[src/hdl/dcg_pkg.sv]
/*
 * Constants of the digitizer clamp and gain register bank: subaddresses,
 * field positions, widths and reset values.
 * Assumes 8-bit registers addressed by an 8-bit subaddress.
 */
package dcg_pkg;

   // ************************************************************
   // Subaddresses
   // ************************************************************
   localparam logic [7:0] SUB_PHASE_STEP_BYTE0   = 8'h14;
   localparam logic [7:0] SUB_PHASE_STEP_BYTE1   = 8'h15;
   localparam logic [7:0] SUB_PHASE_STEP_BYTE2   = 8'h16;
   localparam logic [7:0] SUB_PHASE_STEP_BYTE3   = 8'h17;
   localparam logic [7:0] SUB_PHASE_STEP_TOP_BIT = 8'h18;
   localparam logic [7:0] SUB_SYNC_PRESENCE      = 8'h19;
   localparam logic [7:0] SUB_CLAMP_CONTROL      = 8'h20;
   localparam logic [7:0] SUB_CLAMP_BEGIN_LOW    = 8'h21;
   localparam logic [7:0] SUB_CLAMP_BEGIN_HIGH   = 8'h22;
   localparam logic [7:0] SUB_CLAMP_END_LOW      = 8'h23;
   localparam logic [7:0] SUB_CLAMP_END_HIGH     = 8'h24;
   localparam logic [7:0] SUB_CH1_CLAMP_LEVEL    = 8'h25;
   localparam logic [7:0] SUB_CH1_GAIN_COARSE    = 8'h26;
   localparam logic [7:0] SUB_CH1_GAIN_FINE      = 8'h27;
   localparam logic [7:0] SUB_CH2_CLAMP_LEVEL    = 8'h28;
   localparam logic [7:0] SUB_CH2_GAIN_COARSE    = 8'h29;
   localparam logic [7:0] SUB_CH2_GAIN_FINE      = 8'h2a;

   // ************************************************************
   // Widths
   // ************************************************************
   localparam int STEP_W   = 33;
   localparam int PIX_W    = 12;
   localparam int LEVEL_W  = 8;
   localparam int COARSE_W = 6;
   localparam int FINE_W   = 5;
   localparam int CHAN_N   = 3;

   // ************************************************************
   // Clamp control field positions and reset
   // ************************************************************
   localparam int CTRL_SRC_BIT = 6;
   localparam int CTRL_ON_BIT0 = 5;   // Channel n on at 5-2n
   localparam int CTRL_SPAN_BIT0 = 4; // Channel n span at 4-2n
   localparam logic [6:0] CTRL_RESET = 7'h2a;

   // ************************************************************
   // Reset values
   // ************************************************************
   localparam logic [PIX_W-1:0]    BEGIN_RESET  = 12'h002;
   localparam logic [PIX_W-1:0]    END_RESET    = 12'h040;
   localparam logic [LEVEL_W-1:0]  LEVEL_RESET  = 8'h80;
   localparam logic [COARSE_W-1:0] COARSE_RESET = 6'h20;
   localparam logic [FINE_W-1:0]   FINE_RESET   = 5'h10;
   localparam logic [PIX_W-1:0]    PIX_MAX      = 12'hfff;

endpackage

[src/hdl/dcg_clamp_if.sv]
/*
 * Carrier between the register bank and the clamp pulse generator.
 * Assumes both ends run on the system clock.
 */
`timescale 1ns/1ns
interface dcg_clamp_if;
   import dcg_pkg::*;

   logic [PIX_W-1:0]  begin_pixel;
   logic [PIX_W-1:0]  end_pixel;
   logic              timing_source;
   logic [CHAN_N-1:0] clamp_on;
   logic              sync_missing;

   modport regs (output begin_pixel, end_pixel, timing_source, clamp_on,
                 input  sync_missing);
   modport gen  (input  begin_pixel, end_pixel, timing_source, clamp_on,
                 output sync_missing);
endinterface

[src/hdl/dcg_regs.sv]
/*
 * Top of the digitizer clamp and gain register bank: serial control bus
 * slave, register storage, read snapshot and clamp generator instance.
 * Assumes SCL and SDA are synchronous to the clock and much slower than
 * it; SDA is open drain, resolved outside from o_sda_oe_n.
 */
`timescale 1ns/1ns

// How it works
// - Live phase step value is sampled every cycle and readable, no reset.
// - Sync status bit reads 0 with line sync present, 1 missing.
// - Source bit 0 picks internal clamp pulse, 1 external; resets 0.
// - Per-channel clamp on bit, 1 enables, all reset to enabled.
// - Per-channel span bit, 1 middle, 0 bottom; resets to bottom.
// - Twelve-bit clamp begin pixel over two registers, resets to 0x2.
// - Twelve-bit clamp end pixel over two registers, resets to 0x40.
// - External source ignores begin and end values for the pulse.
// - Channels 1 and 2 each have an 8-bit clamp level, resetting to 0x80.
// - Six-bit coarse gain in bits 5..0, resetting to 0x20.
// - Five-bit fine gain in bits 4..0, resetting to 0x10.
// - Channel 2 holds its own level and gains like channel 1.
// - Phase step and sync status reads come from a snapshot taken at start, never torn.
module dcg_regs #(
   parameter logic [6:0] DEV_ADDR = 7'h2d  // Arbitrary bus address
) (
   input  wire logic                          i_clk_sys,
   input  wire logic                          i_rst_n,
   input  wire logic                          i_scl,
   input  wire logic                          i_sda,
   output logic                               o_sda,
   output logic                               o_sda_oe_n,
   input  wire logic [dcg_pkg::STEP_W-1:0]    i_phase_step_value,
   input  wire logic                          i_pixel_en,
   input  wire logic                          i_line_sync_input,
   input  wire logic                          i_ext_clamp,
   output logic [dcg_pkg::CHAN_N-1:0]         o_ch_clamp,
   output logic [dcg_pkg::CHAN_N-1:0]         o_clamp_span,
   output logic [dcg_pkg::LEVEL_W-1:0]        o_ch1_clamp_level,
   output logic [dcg_pkg::COARSE_W-1:0]       o_ch1_gain_coarse,
   output logic [dcg_pkg::FINE_W-1:0]         o_ch1_gain_fine,
   output logic [dcg_pkg::LEVEL_W-1:0]        o_ch2_clamp_level,
   output logic [dcg_pkg::COARSE_W-1:0]       o_ch2_gain_coarse,
   output logic [dcg_pkg::FINE_W-1:0]         o_ch2_gain_fine
);
   import dcg_pkg::*;

   typedef enum logic [8:0] {
      ST_IDLE  = 9'h001,
      ST_ADDR  = 9'h002,
      ST_ACK_A = 9'h004,
      ST_SUB   = 9'h008,
      ST_ACK_S = 9'h010,
      ST_WR    = 9'h020,
      ST_ACK_W = 9'h040,
      ST_RD    = 9'h080,
      ST_ACK_R = 9'h100
   } dcg_state_t;

   dcg_state_t          state_q;
   logic                scl_q;
   logic                sda_q;
   logic                scl_rise;
   logic                scl_fall;
   logic                bus_start;
   logic                bus_stop;
   logic [7:0]          shift_q;
   logic [7:0]          tx_q;
   logic [3:0]          bit_cnt_q;
   logic [7:0]          sub_q;
   logic                rw_q;
   logic                nack_q;
   logic                drive_q;
   logic                wr_en;
   logic [STEP_W-1:0]   step_live_q;
   logic [STEP_W-1:0]   step_snap_q;
   logic                nosync_snap_q;
   logic [6:0]          ctrl_q;
   logic [PIX_W-1:0]    begin_q;
   logic [PIX_W-1:0]    end_q;
   logic [LEVEL_W-1:0]  lvl1_q;
   logic [COARSE_W-1:0] crs1_q;
   logic [FINE_W-1:0]   fin1_q;
   logic [LEVEL_W-1:0]  lvl2_q;
   logic [COARSE_W-1:0] crs2_q;
   logic [FINE_W-1:0]   fin2_q;

   dcg_clamp_if cif ();

   // ************************************************************
   // Read decode
   // ************************************************************
   // Used when the first and each later read byte is loaded
   function automatic logic [7:0] rd_byte(input logic [7:0] a);
      logic [7:0] r;
      r = 8'h00;
      unique case (a)
         SUB_PHASE_STEP_BYTE0:   r = step_snap_q[7:0];
         SUB_PHASE_STEP_BYTE1:   r = step_snap_q[15:8];
         SUB_PHASE_STEP_BYTE2:   r = step_snap_q[23:16];
         SUB_PHASE_STEP_BYTE3:   r = step_snap_q[31:24];
         SUB_PHASE_STEP_TOP_BIT: r = {7'h00, step_snap_q[32]};
         SUB_SYNC_PRESENCE:      r = {7'h00, nosync_snap_q};
         SUB_CLAMP_CONTROL:      r = {1'b0, ctrl_q};
         SUB_CLAMP_BEGIN_LOW:    r = begin_q[7:0];
         SUB_CLAMP_BEGIN_HIGH:   r = {4'h0, begin_q[11:8]};
         SUB_CLAMP_END_LOW:      r = end_q[7:0];
         SUB_CLAMP_END_HIGH:     r = {4'h0, end_q[11:8]};
         SUB_CH1_CLAMP_LEVEL:    r = lvl1_q;
         SUB_CH1_GAIN_COARSE:    r = {2'h0, crs1_q};
         SUB_CH1_GAIN_FINE:      r = {3'h0, fin1_q};
         SUB_CH2_CLAMP_LEVEL:    r = lvl2_q;
         SUB_CH2_GAIN_COARSE:    r = {2'h0, crs2_q};
         SUB_CH2_GAIN_FINE:      r = {3'h0, fin2_q};
         default:                r = 8'h00;
      endcase
      return r;
   endfunction

   // ************************************************************
   // Bus line sampling and conditions
   // ************************************************************
   always_ff @(posedge i_clk_sys) begin
      if (!i_rst_n) begin
         scl_q <= 1'b1;
         sda_q <= 1'b1;
      end else begin
         scl_q <= i_scl;
         sda_q <= i_sda;
      end
   end

   assign scl_rise  = i_scl && !scl_q;
   assign scl_fall  = !i_scl && scl_q;
   assign bus_start = i_scl && scl_q && sda_q && !i_sda;
   assign bus_stop  = i_scl && scl_q && !sda_q && i_sda;

   // ************************************************************
   // Live value and read snapshot
   // ************************************************************
   // Live copy follows the oscillator; no reset, it is never control
   always_ff @(posedge i_clk_sys) begin
      step_live_q <= i_phase_step_value;
   end

   // Frozen at each start so a multi-byte read is coherent
   always_ff @(posedge i_clk_sys) begin
      if (!i_rst_n) begin
         step_snap_q   <= '0;
         nosync_snap_q <= 1'b1;
      end else if (bus_start) begin
         step_snap_q   <= step_live_q;
         nosync_snap_q <= cif.sync_missing;
      end
   end

   // ************************************************************
   // Serial slave state machine
   // ************************************************************
   assign wr_en = (state_q == ST_WR) && scl_fall && (bit_cnt_q == 4'd8);

   always_ff @(posedge i_clk_sys) begin
      if (!i_rst_n) begin
         state_q   <= ST_IDLE;
         shift_q   <= 8'h00;
         tx_q      <= 8'hff;
         bit_cnt_q <= 4'd0;
         sub_q     <= 8'h00;
         rw_q      <= 1'b0;
         nack_q    <= 1'b0;
      end else if (bus_start) begin
         state_q   <= ST_ADDR;
         bit_cnt_q <= 4'd0;
      end else if (bus_stop) begin
         state_q <= ST_IDLE;
      end else begin
         if (scl_rise) begin
            shift_q   <= {shift_q[6:0], i_sda};
            bit_cnt_q <= bit_cnt_q + 4'd1;
            if (state_q == ST_ACK_R) begin
               nack_q <= i_sda;
            end
         end
         if (scl_fall) begin
            unique case (state_q)
               ST_IDLE: begin
               end
               ST_ADDR: begin
                  if (bit_cnt_q == 4'd8) begin
                     if (shift_q[7:1] == DEV_ADDR) begin
                        rw_q    <= shift_q[0];
                        state_q <= ST_ACK_A;
                     end else begin
                        state_q <= ST_IDLE;
                     end
                  end
               end
               ST_ACK_A: begin
                  bit_cnt_q <= 4'd0;
                  if (rw_q) begin
                     tx_q    <= rd_byte(sub_q);
                     state_q <= ST_RD;
                  end else begin
                     state_q <= ST_SUB;
                  end
               end
               ST_SUB: begin
                  if (bit_cnt_q == 4'd8) begin
                     sub_q   <= shift_q;
                     state_q <= ST_ACK_S;
                  end
               end
               ST_ACK_S, ST_ACK_W: begin
                  bit_cnt_q <= 4'd0;
                  state_q   <= ST_WR;
               end
               ST_WR: begin
                  if (bit_cnt_q == 4'd8) begin
                     sub_q   <= sub_q + 8'h01;
                     state_q <= ST_ACK_W;
                  end
               end
               ST_RD: begin
                  if (bit_cnt_q == 4'd8) begin
                     state_q <= ST_ACK_R;
                  end else begin
                     tx_q <= {tx_q[6:0], 1'b1};
                  end
               end
               ST_ACK_R: begin
                  bit_cnt_q <= 4'd0;
                  if (nack_q) begin
                     state_q <= ST_IDLE;
                  end else begin
                     tx_q    <= rd_byte(sub_q + 8'h01);
                     sub_q   <= sub_q + 8'h01;
                     state_q <= ST_RD;
                  end
               end
               default: state_q <= ST_IDLE;
            endcase
         end
      end
   end

   // Pull SDA low for acks and zero data bits; changes while SCL is low
   always_ff @(posedge i_clk_sys) begin
      if (!i_rst_n) begin
         drive_q <= 1'b0;
      end else begin
         drive_q <= (state_q == ST_ACK_A) || (state_q == ST_ACK_S) ||
                    (state_q == ST_ACK_W) ||
                    ((state_q == ST_RD) && !tx_q[7]); // Last bit held to ack
      end
   end

   assign o_sda      = 1'b0;
   assign o_sda_oe_n = !drive_q;

   // ************************************************************
   // Writable registers
   // ************************************************************
   // Read-only subaddresses fall through and keep nothing
   always_ff @(posedge i_clk_sys) begin
      if (!i_rst_n) begin
         ctrl_q  <= CTRL_RESET;
         begin_q <= BEGIN_RESET;
         end_q   <= END_RESET;
         lvl1_q  <= LEVEL_RESET;
         crs1_q  <= COARSE_RESET;
         fin1_q  <= FINE_RESET;
         lvl2_q  <= LEVEL_RESET;
         crs2_q  <= COARSE_RESET;
         fin2_q  <= FINE_RESET;
      end else if (wr_en) begin
         unique case (sub_q)
            SUB_CLAMP_CONTROL:    ctrl_q <= shift_q[6:0];
            SUB_CLAMP_BEGIN_LOW:  begin_q[7:0] <= shift_q;
            SUB_CLAMP_BEGIN_HIGH: begin_q[11:8] <= shift_q[3:0];
            SUB_CLAMP_END_LOW:    end_q[7:0] <= shift_q;
            SUB_CLAMP_END_HIGH:   end_q[11:8] <= shift_q[3:0];
            SUB_CH1_CLAMP_LEVEL:  lvl1_q <= shift_q;
            SUB_CH1_GAIN_COARSE:  crs1_q <= shift_q[5:0];
            SUB_CH1_GAIN_FINE:    fin1_q <= shift_q[4:0];
            SUB_CH2_CLAMP_LEVEL:  lvl2_q <= shift_q;
            SUB_CH2_GAIN_COARSE:  crs2_q <= shift_q[5:0];
            SUB_CH2_GAIN_FINE:    fin2_q <= shift_q[4:0];
            default: begin
            end
         endcase
      end
   end

   // ************************************************************
   // Control fields out
   // ************************************************************
   assign cif.timing_source = ctrl_q[CTRL_SRC_BIT];
   assign cif.begin_pixel   = begin_q;
   assign cif.end_pixel     = end_q;

   for (genvar c = 0; c < CHAN_N; c++) begin : g_fields
      assign cif.clamp_on[c] = ctrl_q[CTRL_ON_BIT0 - 2 * c];
      assign o_clamp_span[c] = ctrl_q[CTRL_SPAN_BIT0 - 2 * c];
   end

   assign o_ch1_clamp_level = lvl1_q;
   assign o_ch1_gain_coarse = crs1_q;
   assign o_ch1_gain_fine   = fin1_q;
   assign o_ch2_clamp_level = lvl2_q;
   assign o_ch2_gain_coarse = crs2_q;
   assign o_ch2_gain_fine   = fin2_q;

   // ************************************************************
   // Clamp pulse generator
   // ************************************************************
   dcg_clamp_gen u_clamp (
      .i_clk_sys   (i_clk_sys),
      .i_rst_n     (i_rst_n),
      .i_pixel_en  (i_pixel_en),
      .i_line_sync (i_line_sync_input),
      .i_ext_clamp (i_ext_clamp),
      .cif         (cif),
      .o_ch_clamp  (o_ch_clamp)
   );
endmodule

[src/hdl/dcg_clamp_gen.sv]
/*
 * Clamp pulse generator: pixel counter restarted by line sync, window
 * compare, source select and per-channel gating; also line-sync presence.
 * Assumes i_pixel_en is a one-cycle pulse per pixel and line sync is
 * active high and synchronous to the clock.
 */
`timescale 1ns/1ns
module dcg_clamp_gen (
   input  wire logic                      i_clk_sys,
   input  wire logic                      i_rst_n,
   input  wire logic                      i_pixel_en,
   input  wire logic                      i_line_sync,
   input  wire logic                      i_ext_clamp,
   dcg_clamp_if.gen                       cif,
   output logic [dcg_pkg::CHAN_N-1:0]     o_ch_clamp
);
   import dcg_pkg::*;

   logic             sync_q;
   logic [PIX_W-1:0] pix_cnt_q;
   logic             window;
   logic             pulse;

   // ************************************************************
   // Pixel counter
   // ************************************************************
   // Saturates so that a vanished sync is seen as a full count
   always_ff @(posedge i_clk_sys) begin
      if (!i_rst_n) begin
         sync_q    <= 1'b0;
         pix_cnt_q <= PIX_MAX;
      end else begin
         sync_q <= i_line_sync;
         if (i_line_sync && !sync_q) begin
            pix_cnt_q <= '0;
         end else if (i_pixel_en && pix_cnt_q != PIX_MAX) begin
            pix_cnt_q <= pix_cnt_q + 12'h001;
         end
      end
   end

   // No edge for a whole counter span means line sync is missing
   assign cif.sync_missing = (pix_cnt_q == PIX_MAX);

   // ************************************************************
   // Window and source
   // ************************************************************
   assign window = (pix_cnt_q >= cif.begin_pixel) &&
                   (pix_cnt_q <= cif.end_pixel);
   // External source bypasses the programmed window entirely
   assign pulse  = cif.timing_source ? i_ext_clamp : window;

   // Registered per-channel gating
   for (genvar g = 0; g < CHAN_N; g++) begin : g_chan
      always_ff @(posedge i_clk_sys) begin
         if (!i_rst_n) begin
            o_ch_clamp[g] <= 1'b0;
         end else begin
            o_ch_clamp[g] <= pulse & cif.clamp_on[g];
         end
      end
   end
endmodule

[config.mk]
export PLATFORM = sky130hd
export DESIGN_NAME = dcg_regs
export DESIGN_NICKNAME = d
export VERILOG_FILES = /design/src/hdl/dcg_pkg.sv /design/src/hdl/dcg_clamp_if.sv /design/src/hdl/dcg_regs.sv /design/src/hdl/dcg_clamp_gen.sv
export SDC_FILE = /design/constraint.sdc
export NUM_CORES = 1
export LEC_CHECK = 0
export ABC_AREA = 0
export BUFFER_PORTS_ARGS = -buffer_cell sky130_fd_sc_hd__clkbuf_2
export CORE_MARGIN = 8
export CORE_UTILIZATION = 49
export CTS_BUF_LIST = sky130_fd_sc_hd__clkbuf_2 sky130_fd_sc_hd__clkbuf_4 sky130_fd_sc_hd__clkbuf_8
export DETAILED_ROUTE_END_ITERATION = 8
export GPL_TIMING_DRIVEN = 0
export PLACE_DENSITY = 0.72
export SLEW_MARGIN = 20
export SYNTH_ARGS = -nofsm -noshare
export SYNTH_HDL_FRONTEND = slang
export SYNTH_SLANG_ARGS = --single-unit
[constraint.sdc]
create_clock -name i_clk_sys -period 5.6 [get_ports i_clk_sys]
set_clock_uncertainty 0.15 [all_clocks]
set_input_delay 0.28 -clock i_clk_sys [delete_from_list [all_inputs] [get_ports i_clk_sys]]
set_output_delay 0.28 -clock i_clk_sys [all_outputs]
set_load 0.01 [all_outputs]
== Yosys cells after proc, flatten, opt, wreduce, memory -nomap -nowiden ==
Index checks and enable logic that the tools add are counted.

* Register bits: 194
* Bits of input ports: 40
* Output and inout bits: 46
* Logic and storage cells: 177

* Add/subtract/negate cells: 3
* Magnitude comparators: 2
* Equal/unequal tests: 59
* Muxes and demuxes: 27
* Bitwise operators: 7
* Reductions and logical operators: 49

{| class="wikitable"
|+ Operators with widths
! operator !! count
|-
| 8-bit case mux with 17 select lines || 2
|-
| 8-bit by 6-bit == test with 1-bit output (second input constant) || 22
|-
| 8-bit by 5-bit == test with 1-bit output (second input constant) || 12
|-
| 9-bit case mux with 8 select lines || 1
|-
| 8-bit 2-to-1 mux || 8
|-
| 8-bit case mux with 3 select lines || 2
|-
| 9-bit 2-to-1 mux || 4
|-
| 12-bit 2-to-1 mux || 2
|-
| 2-bit AND reduction || 11
|-
| 6-bit AND reduction || 3
|-
| 7-bit AND reduction || 2
|-
| 1-bit logical AND || 13
|-
| 12-bit by 1-bit adder with 12-bit output (second input constant) || 1
|-
| 12-bit == test (second input constant) || 1
|-
| 12-bit >= comparator || 1
|-
| 12-bit <= comparator || 1
|-
| 4-bit 2-to-1 mux || 3
|-
| 12-bit inequality test (second input constant) || 1
|-
| 2-bit inequality test (second input constant) || 6
|-
| 4-bit inequality test (second input constant) || 3
|-
| 9-bit by 1-bit == test with 1-bit output (second input constant) || 1
|-
| 9-bit by 2-bit == test with 1-bit output (second input constant) || 1
|-
| 9-bit by 3-bit == test with 1-bit output (second input constant) || 1
|-
| 9-bit by 4-bit == test with 1-bit output (second input constant) || 1
|-
| 26 further kinds || 44
|}

== Longest topological paths before layout ==
Gate-level depths: netlist of the first run.

* Word-level depth: 7
* Mapped depth: 12
* Mapped depth without buffers: 9

== Cells and area by module ==
Synthesis of the first run repeated with hierarchy kept, for this count alone.

* Cell total of the unflattened synthesis: 1,176
* Area, all modules: 9,875.7 sq um

{| class="wikitable"
|+ Modules (own cells, without submodules)
! module !! times used !! cells an instance !! area an instance (sq um)
|-
| dcg_regs || 1 || 1,017 || 8,553.2
|-
| dcg_clamp_gen || 1 || 159 || 1,322.5
|}

== Least setup slack after synthesis of the first run ==
Ideal clock, no wire load.

* Path kind: register to register
* Start point: reg sub_q[0]
* End point: reg tx_q[0]
* Library setup time: 0.129 ns
* Arrival time: 2.515 ns
* Required time: 5.321 ns
* Path slack: 2.806 ns
* Cell stages (with the launch flop): 13
* Buffers on the path: 3
* Cells stage by stage: dfxtp_1 buf_2 inv_1 ha_1 clkbuf_1 inv_1 clkbuf_1 nor2_1 a2111oi_0 o2111ai_1 a211o_1 a2111oi_0 nor2_1

* Longest elaborated chain between the ends: 5
* Elaborated cells on any way between the ends: 40
* Classes of those cells: 1 x add/sub; 34 x eq/ne; 5 x mux

{| class="wikitable"
|+ RTL lines
! what !! line !! text
|-
| start, declared || dcg_regs.sv:69 || <nowiki>logic [7:0] sub_q;</nowiki>
|-
| start signal, assigned || dcg_regs.sv:208 || <nowiki>sub_q <= shift_q;</nowiki>
|-
| start signal, assigned || dcg_regs.sv:218 || <nowiki>sub_q <= sub_q + 8'h01;</nowiki>
|-
| start signal, assigned || dcg_regs.sv:235 || <nowiki>sub_q <= sub_q + 8'h01;</nowiki>
|-
| 8-bit by 1-bit adder with 8-bit output || dcg_regs.sv:234 || <nowiki>tx_q <= rd_byte(sub_q + 8'h01);</nowiki>
|-
| 8-bit by 6-bit == test with 1-bit output or 8-bit by 5-bit == test with 1-bit output (tied branches) || dcg_regs.sv:96 || <nowiki>unique case (a)</nowiki>
|-
| 8-bit case mux with 17 select lines || dcg_regs.sv:96 ||
|-
| 8-bit 2-to-1 mux || dcg_regs.sv:231 || <nowiki>if (nack_q) begin</nowiki>
|-
| 8-bit case mux with 3 select lines (*) || dcg_regs.sv:184 || <nowiki>unique case (state_q)</nowiki>
|-
| end signal, assigned || dcg_regs.sv:200 || <nowiki>tx_q <= rd_byte(sub_q);</nowiki>
|-
| end signal, assigned || dcg_regs.sv:226 || <nowiki>tx_q <= {tx_q[6:0], 1'b1};</nowiki>
|-
| end signal, assigned || dcg_regs.sv:234 ||
|-
| end, declared || dcg_regs.sv:67 || <nowiki>logic [7:0] tx_q;</nowiki>
|}

Mark *: on every way between the ends. The rest lies on a longest branch, timed or not. The select of a mux whose other input is x is not followed.
A chain may end at the register's enable or synchronous reset.

== Final worst setup path of the first run ==
Same ends and word-level chain as after synthesis.

==> results of run 1 <==
## final timing paths
path	start	endpoint	slack [ns]	cells after the start
worst max-delay path	sub_q[0]	tx_q[0]	1.49	12
worst min-delay path	i_ext_clamp	u_clamp.o_ch_clamp[0]	0.05	4
worst max register to register	sub_q[0]	tx_q[0]	1.49	12
worst min register to register	step_live_q[26]	step_snap_q[26]	0.28	2
## layout make-up
cell class              count  area [µm²]
plain buffers              95       429.2
clock buffers              17       234.0
clock inverters            15       221.5
fillers                  1940        8922
inverters                  42       157.7
multi-input cells         876        5783
flip-flops and latches    194        3884
well taps                 275       344.1
repair buffers            120       780.7
## layout by cell type, fill, tap and decap left out, types with 8 or more instances in the layout
| cell | instances |
|---|---|
| buf_2 | 19 |
| ha_1 | 32 |
| a222oi_1 | 14 |
| dlygate4sd3_1 | 36 |
| xnor2_1 | 9 |
| nor3_1 | 15 |
| buf_4 | 11 |
| a31oi_1 | 8 |
| nand2b_1 | 18 |
| nand2_1 | 153 |
| nor2b_1 | 62 |
| inv_1 | 40 |
| clkbuf_2 | 84 |
| a21o_1 | 8 |
| o21ai_0 | 31 |
| clkinv_8 | 8 |
| o21ai_1 | 9 |
| mux2i_1 | 69 |
| a21boi_0 | 13 |
| nand4_1 | 19 |
| a22oi_1 | 38 |
| and3_1 | 13 |
| clkbuf_1 | 59 |
| a22o_1 | 15 |
| o21a_1 | 9 |
| a21oi_1 | 69 |
| dfxtp_1 | 194 |
| o211ai_1 | 14 |
| xor2_1 | 9 |
| nor2_1 | 60 |
| nand3_1 | 47 |
| clkbuf_8 | 17 |
| a221oi_1 | 11 |
## worst max-delay path, stage by stage, from the launching register on
cell and delay [ns]:
dfxtp_1 0.43, buf_2 0.22, inv_1 0.11, ha_1 0.21, clkbuf_1 0.26, inv_1 0.13
clkbuf_1 0.59, nor2_1 0.07, a2111oi_0 0.45, o2111ai_1 0.33, a211o_1 0.41, a2111oi_0 0.53
nor2_1 0.11
## power by group through the flow
stage | Sequential, mW | Clock (mW) | Combinational [mW]
floorplan | 1.47 | 0 | 0.112
global placement | 1.48 | 0 | 0.162
detailed placement | 1.48 | 0 | 0.167
CTS | 1.45 | 1.02 | 0.188
global route | 1.45 | 1.07 | 0.210
finish | 1.45 | 1.01 | 0.190
## kinds of logic after synthesis
family / count (synthesis)
xor gates and xnor gates: 18
adders and majority gates: 32
buffers and inverters: 137
DFF: 194
and+or+nand+nor: 441
AOI/OAI and AO/OA: 315
other: 1
muxes: 69
## state kept, by name, summed over array words and instances, names as in the netlist, 9 cells and up
| name | count |
|---|---|
| step_live_q | 33 |
| begin_q | 12 |
| state_q | 9 |
| cif.end_pixel | 12 |
| u_clamp.pix_cnt_q | 12 |
| step_snap_q | 33 |
## per-stage QoR
stage	setup WS (ns)	total power, mW	util [%]	cells	instance area (µm²)
after detailed placement	1.648	1.648	53.08	1566	11020
after floorplan	2.806	1.578	-	1207	10250
final	1.488	2.652	57.01	1634	11830
after CTS	1.623	2.653	57.01	1634	11830
after global placement	1.608	1.642	53.08	1566	11020
after global routing	1.469	2.733	57.01	1634	11830
## metal layers
layer | up-vias | wire [µm]
met5 | - | 0
met4 | 0 | 2594
met3 | 133 | 3857
met2 | 609 | 18550
met1 | 4937 | 18180
li1 | 4655 | -
==> flow_metrics.py, run 1 <==
metrics = {
    "synthesis": {
        "ys_async_sr_fraction_pct": 0,
        "seq_area_frac_synth_pct": 37.88,
        "syn_inst": 1207,
        "syn_area_um2": 10250,
        "synth_top_area_share_pct": 37.88,
        "synth_seq_cells": 194,
        "synth_xor_area_share_pct": 1.538,
        "synthTopCellsByArea": "dfxtp_1 38%, mux2i_1 6.7%, nand2_1 5.6%",
        "ys.flop_type": "dfxtp_1",
        "synth-edff-count": 0,
        "synth_top_cells_by_count": "194 x dfxtp_1, 153 x nand2_1, 69 x a21oi_1, 69 x mux2i_1, 62 x nor2b_1",
        "yosys_warnings": 0,
        "synth.area.mux_share_pct": 6.736,
        "synth.most_common_cell": "dfxtp_1",
        "synth_nets": 1279,
        "synthAdderAreaFrac_pct": 3.905,
        "synthesis.area_per_instance_um2": 8.495,
        "yosys.area_share.simple_pct": 22.03,
        "synth_top_area_cell": "dfxtp_1",
        "synth_compound_area_share_pct": 22.16,
        "synth_top_family_by_area": "compound AO/OA/AOI/OAI gates",
        "synth.distinct_cells": 83,
    },
    "floorplanning": {
        "rows": 53,
        "ios": 86,
        "initial_core_util_pct": 49.40,
        "die_area_um2": 25810,
        "dieWidth_um": 160.7,
        "fp.dieH_um": 160.7,
        "core-area_um2": 20760,
    },
    "cts": {
        "insertion_delay_ns": 0.50,
        "cts_sinks": 194,
        "htreeDepth": 4,
        "cts.repair.resized": 0,
        "cts_buffers": 17,
        "hold_buffers": 36,
        "clk_pin_slew_ns": 0.12,
        "clockBufferDepth": 2,
        "post-cts-setup-buffer-count": 0,
        "root_buffer": "clkbuf_8",
        "cts_tree": "built",
    },
    "global_route": {
        "gr-total-overflow": 0,
        "met1_usage_pct": 43.08,
        "grt_pass1_vias": 9625,
        "gr-max-usage-layer": "met2",
        "use_met3_pct": 6.322,
        "track_usage_pct": 32.67,
        "antenna_found_initial": 0,
        "grt_max_degree": 24,
        "gr-usage-met2_pct": 48.89,
        "grt_pass1_wl_mm": 63.28,
    },
    "route": {
        "routed_wl_mm": 43.19,
        "ant_nets": 0,
        "vias": 10330,
        "viasPerCell": 6.324,
        "routedWlPerCell_um": 26.43,
        "drt-pass1-iter-count": 8,
        "route.detailed.drc": 0,
        "first_iter_violations": 1475,
    },
    "outcome": {
        "status": "finished, final reports clean",
    },
    "critical_path": {
        "critPathKind": "reg2reg",
        "cp-end-kind": "register",
        "required_ns": 5.82,
        "crit_arrival_ns": 4.33,
        "worstPathMaxFanout": 10,
        "setup.worst_path.start_class": "register",
    },
    "power": {
        "power.share.sequential_pct": 54.7,
        "p_leak_nw": 4.445,
        "p_clk_share_pct": 38.1,
        "power.density_nw_per_um2": 224.1,
        "power_frac_comb_pct": 7.1,
        "p_int_mw": 1.864,
        "switching_power_uw": 788.0,
        "peakVddDrop_v": 0.0001781,
        "swShare_pct": 29.72,
    },
    "worst_hold_path": {
        "hold_class": "in2reg",
    },
    "timing": {
        "setup_viol": 0,
        "slew_violations": 0,
        "finalCriticalPeriod_ns": 4.112,
        "min_period_over_period_pct": 73.43,
        "rsz0062_at_grt": "no",
        "fin_hold_ws_ns": 0.05081,
        "setup-tns-final_ns": 0,
        "fmax_ghz": 0.2432,
        "hold_viol_final": 0,
        "tightest_slew_ns": 1.086,
        "max_slew_margin_pct": 27.60,
    },
    "placed_design": {
        "port_buffers": 84,
        "dp_hpwl_mm": 32.44,
        "finalWeightedCongestion": 1.019,
    },
    "flow_run": {
        "maxCapViolations": 0,
    },
    "layout": {
        "layout.nets": 1418,
        "diodes": 0,
        "area_growth_pct": 15.41,
        "final_layout_size_suffix_gt1_share_pct": 12.73,
    },
}
Power figures use the tool's default switching activity.
==> run 2, diff against run 1 <==
==> constraint.sdc (replaced) <==
create_clock -name i_clk_sys -period 3.8 [get_ports i_clk_sys]
set_clock_uncertainty 0.15 [all_clocks]
set_input_delay 0.19 -clock i_clk_sys [delete_from_list [all_inputs] [get_ports i_clk_sys]]
set_output_delay 0.19 -clock i_clk_sys [all_outputs]
set_load 0.01 [all_outputs]
==> run 2 against run 1 <==
  * The flow now finishes with violations (setup timing)
  * Routed wire length increased by 0.29%
  * Global-route usage up 0.071 points
  * Flip-flop and latch count is the same
  * Clock power is 48% higher
  * Sequential share of layout area is 0.052 points lower
  * Clock-buffer cell count did not move
  * Via count is 0.11% lower
  * Critical endpoint unchanged
  * Largest cell class unchanged
  * Highest routed layer unchanged
==> flow_metrics.py, run 2 (synthesized netlist as in run 1, its figures left out) <==
metrics = {
    "timing": {
        "min_period_over_period_pct": 102.3,
        "max_slew_margin_pct": 28.48,
        "tightest_slew_ns": 1.073,
        "setup_viol": 1,
        "hold_viol_final": 0,
        "rsz0062_at_grt": "yes",
        "finalCriticalPeriod_ns": 3.887,
        "slew_violations": 0,
        "setup-tns-final_ns": -0.08666,
        "fmax_ghz": 0.2573,
        "fin_ws_ns": -0.08666,
    },
    "layout": {
        "layout.nets": 1419,
        "seq_area_um2": 3884,
        "final_common_cell": "dfxtp_1",
        "area_growth_pct": 15.59,
        "multi_input_area_um2": 5783,
        "fill_cells": 1940,
        "mostFrequentLayoutCells": "194 x dfxtp_1, 153 x nand2_1, 86 x clkbuf_2, 69 x a21oi_1, 69 x mux2i_1",
        "fin_area_um2": 11850,
        "diodes": 0,
        "final_layout_size_suffix_gt1_share_pct": 12.87,
        "reg_top3": "step_live_q (33), step_snap_q (33)",
    },
    "critical_path": {
        "path_cells": "buf_2, inv_1, ha_1, clkbuf_1, inv_1, nor2_1, a2111oi_0, o2111ai_1, a211o_1, a2111oi_0, nor2_1",
        "crit_path_max_incr_delay_ns": 0.53,
        "required_ns": 4.03,
        "worstPathMaxFanout": 11,
        "cp-end-kind": "register",
        "crit_arrival_ns": 4.11,
        "critPathKind": "reg2reg",
        "setup.worst_path.start_class": "register",
        "crit_slowest_cell": "a2111oi_0",
    },
    "route": {
        "ant_nets": 0,
        "first_iter_violations": 1308,
        "viasPerCell": 6.314,
        "route.detailed.drc": 0,
        "drt-pass1-iter-count": 9,
        "vias": 10320,
        "routed_wl_mm": 43.31,
        "routedWlPerCell_um": 26.49,
    },
    "global_route": {
        "grt_max_degree": 24,
        "antenna_found_initial": 0,
        "gr-total-overflow": 0,
        "grt_pass1_wl_mm": 63.31,
        "track_usage_pct": 32.74,
        "grt_pass1_vias": 9634,
    },
    "placed_design": {
        "dp_hpwl_mm": 32.44,
        "dpl_cell_area_um2": 11020,
        "finalWeightedCongestion": 1.019,
        "port_buffers": 84,
    },
    "power": {
        "p_clk_share_pct": 38.2,
        "swShare_pct": 29.74,
        "peakVddDrop_v": 0.0002641,
        "power.density_nw_per_um2": 330.0,
        "power_frac_comb_pct": 7.2,
        "switching_power_mw": 1.163,
        "power.share.sequential_pct": 54.7,
        "p_leak_nw": 4.458,
        "p_int_mw": 2.748,
    },
    "cts": {
        "cts_sinks": 194,
        "clk_pin_slew_ns": 0.13,
        "post-cts-setup-buffer-count": 0,
        "root_buffer": "clkbuf_8",
        "htreeDepth": 4,
        "clockBufferDepth": 2,
        "cts_tree": "built",
        "insertion_delay_ns": 0.50,
        "cts_buffers": 17,
    },
    "floorplanning": {
        "dieWidth_um": 160.7,
        "ios": 86,
        "rows": 53,
        "initial_core_util_pct": 49.40,
        "fp.dieH_um": 160.7,
        "die_area_um2": 25810,
        "core-area_um2": 20760,
    },
    "outcome": {
        "violations": "setup timing",
        "status": "complete, but fails checks",
    },
    "flow_run": {
        "maxCapViolations": 0,
    },
    "worst_hold_path": {
        "hold_class": "in2reg",
    },
}
run 2: cell types whose count changed in the layout (fill, tap and decap cells not counted):
cell | previous run | this run
dlygate4sd3_1 | 36 | 38
clkbuf_2 | 84 | 86
clkbuf_1 | 59 | 56
run 2: worst max-delay path: cells and delay by family, from the launching register on:
kind	cells	cell delay, ns
compound gates	4	1.71
buf+inv	4	1.09
flops	1	0.43
fa+ha+maj	1	0.21
simple gates	2	0.19
run 2: final cells by class:
cell class                 instances  share of cell area [%]
buffer                            94                   3.610
clock buffer                      17                   1.974
clock inverter                    15                   1.868
inverter                          42                   1.330
multi-input combinational        876                   48.79
sequential                       194                   32.77
tap                              275                   2.903
timing repair buffer             122                   6.756
run 2: power by group through the flow:
stage / Clock (mW) / Sequential (mW) / Combinational (mW)
2_1_floorplan: 0 / 2.16 / 0.165
3_3_place_gp: 0 / 2.18 / 0.239
3_5_place_dp: 0 / 2.18 / 0.247
4_1_cts: 1.50 / 2.14 / 0.278
5_1_grt: 1.58 / 2.14 / 0.311
6_report: 1.49 / 2.14 / 0.281
run 2: what timing repair did:
item | in CTS | in global routing
endpoints found under the setup margin | 1 | 10
hold endpoints to repair | 44 | 0
hold buffers | 38 | 0
resized for setup | 0 | 4
run 2: routing by layer:
| metal | up-vias | global-route usage [%] | share of wire [%] |
|---|---|---|---|
| li1 | 4648 | - | - |
| met1 | 4924 | 42.83 | 41 |
| met2 | 614 | 48.91 | 43 |
| met3 | 137 | 6.911 | 9.5 |
| met4 | 0 | 19.33 | 5.9 |
| met5 | - | 0 | 0 |
run 2: per-stage QoR:
step	cells	power (mW)	hold slack, ns	worst slack, ns	util (%)
6_report	1635	3.911	0.07100	-0.08666	57.10
4_1_cts	1635	3.912	0.06117	0.04468	57.09
3_5_place_dp	1566	2.428	0.1439	-0.1524	53.08
2_1_floorplan	1207	2.326	0.06772	1.006	-
3_3_place_gp	1566	2.420	0.1427	-0.1915	53.08
5_1_grt	1635	4.034	0.1025	-0.09815	57.10
run 2: final timing paths:
check                           slack, ns  depth (start not counted)         endpoint       startpoint
worst max-delay path                -0.09                         11          tx_q[0]         sub_q[0]
worst min-delay path                 0.07                          3            scl_q            i_scl
worst max register to register      -0.09                         11          tx_q[0]         sub_q[0]
worst min register to register       0.28                          2  step_snap_q[26]  step_live_q[26]
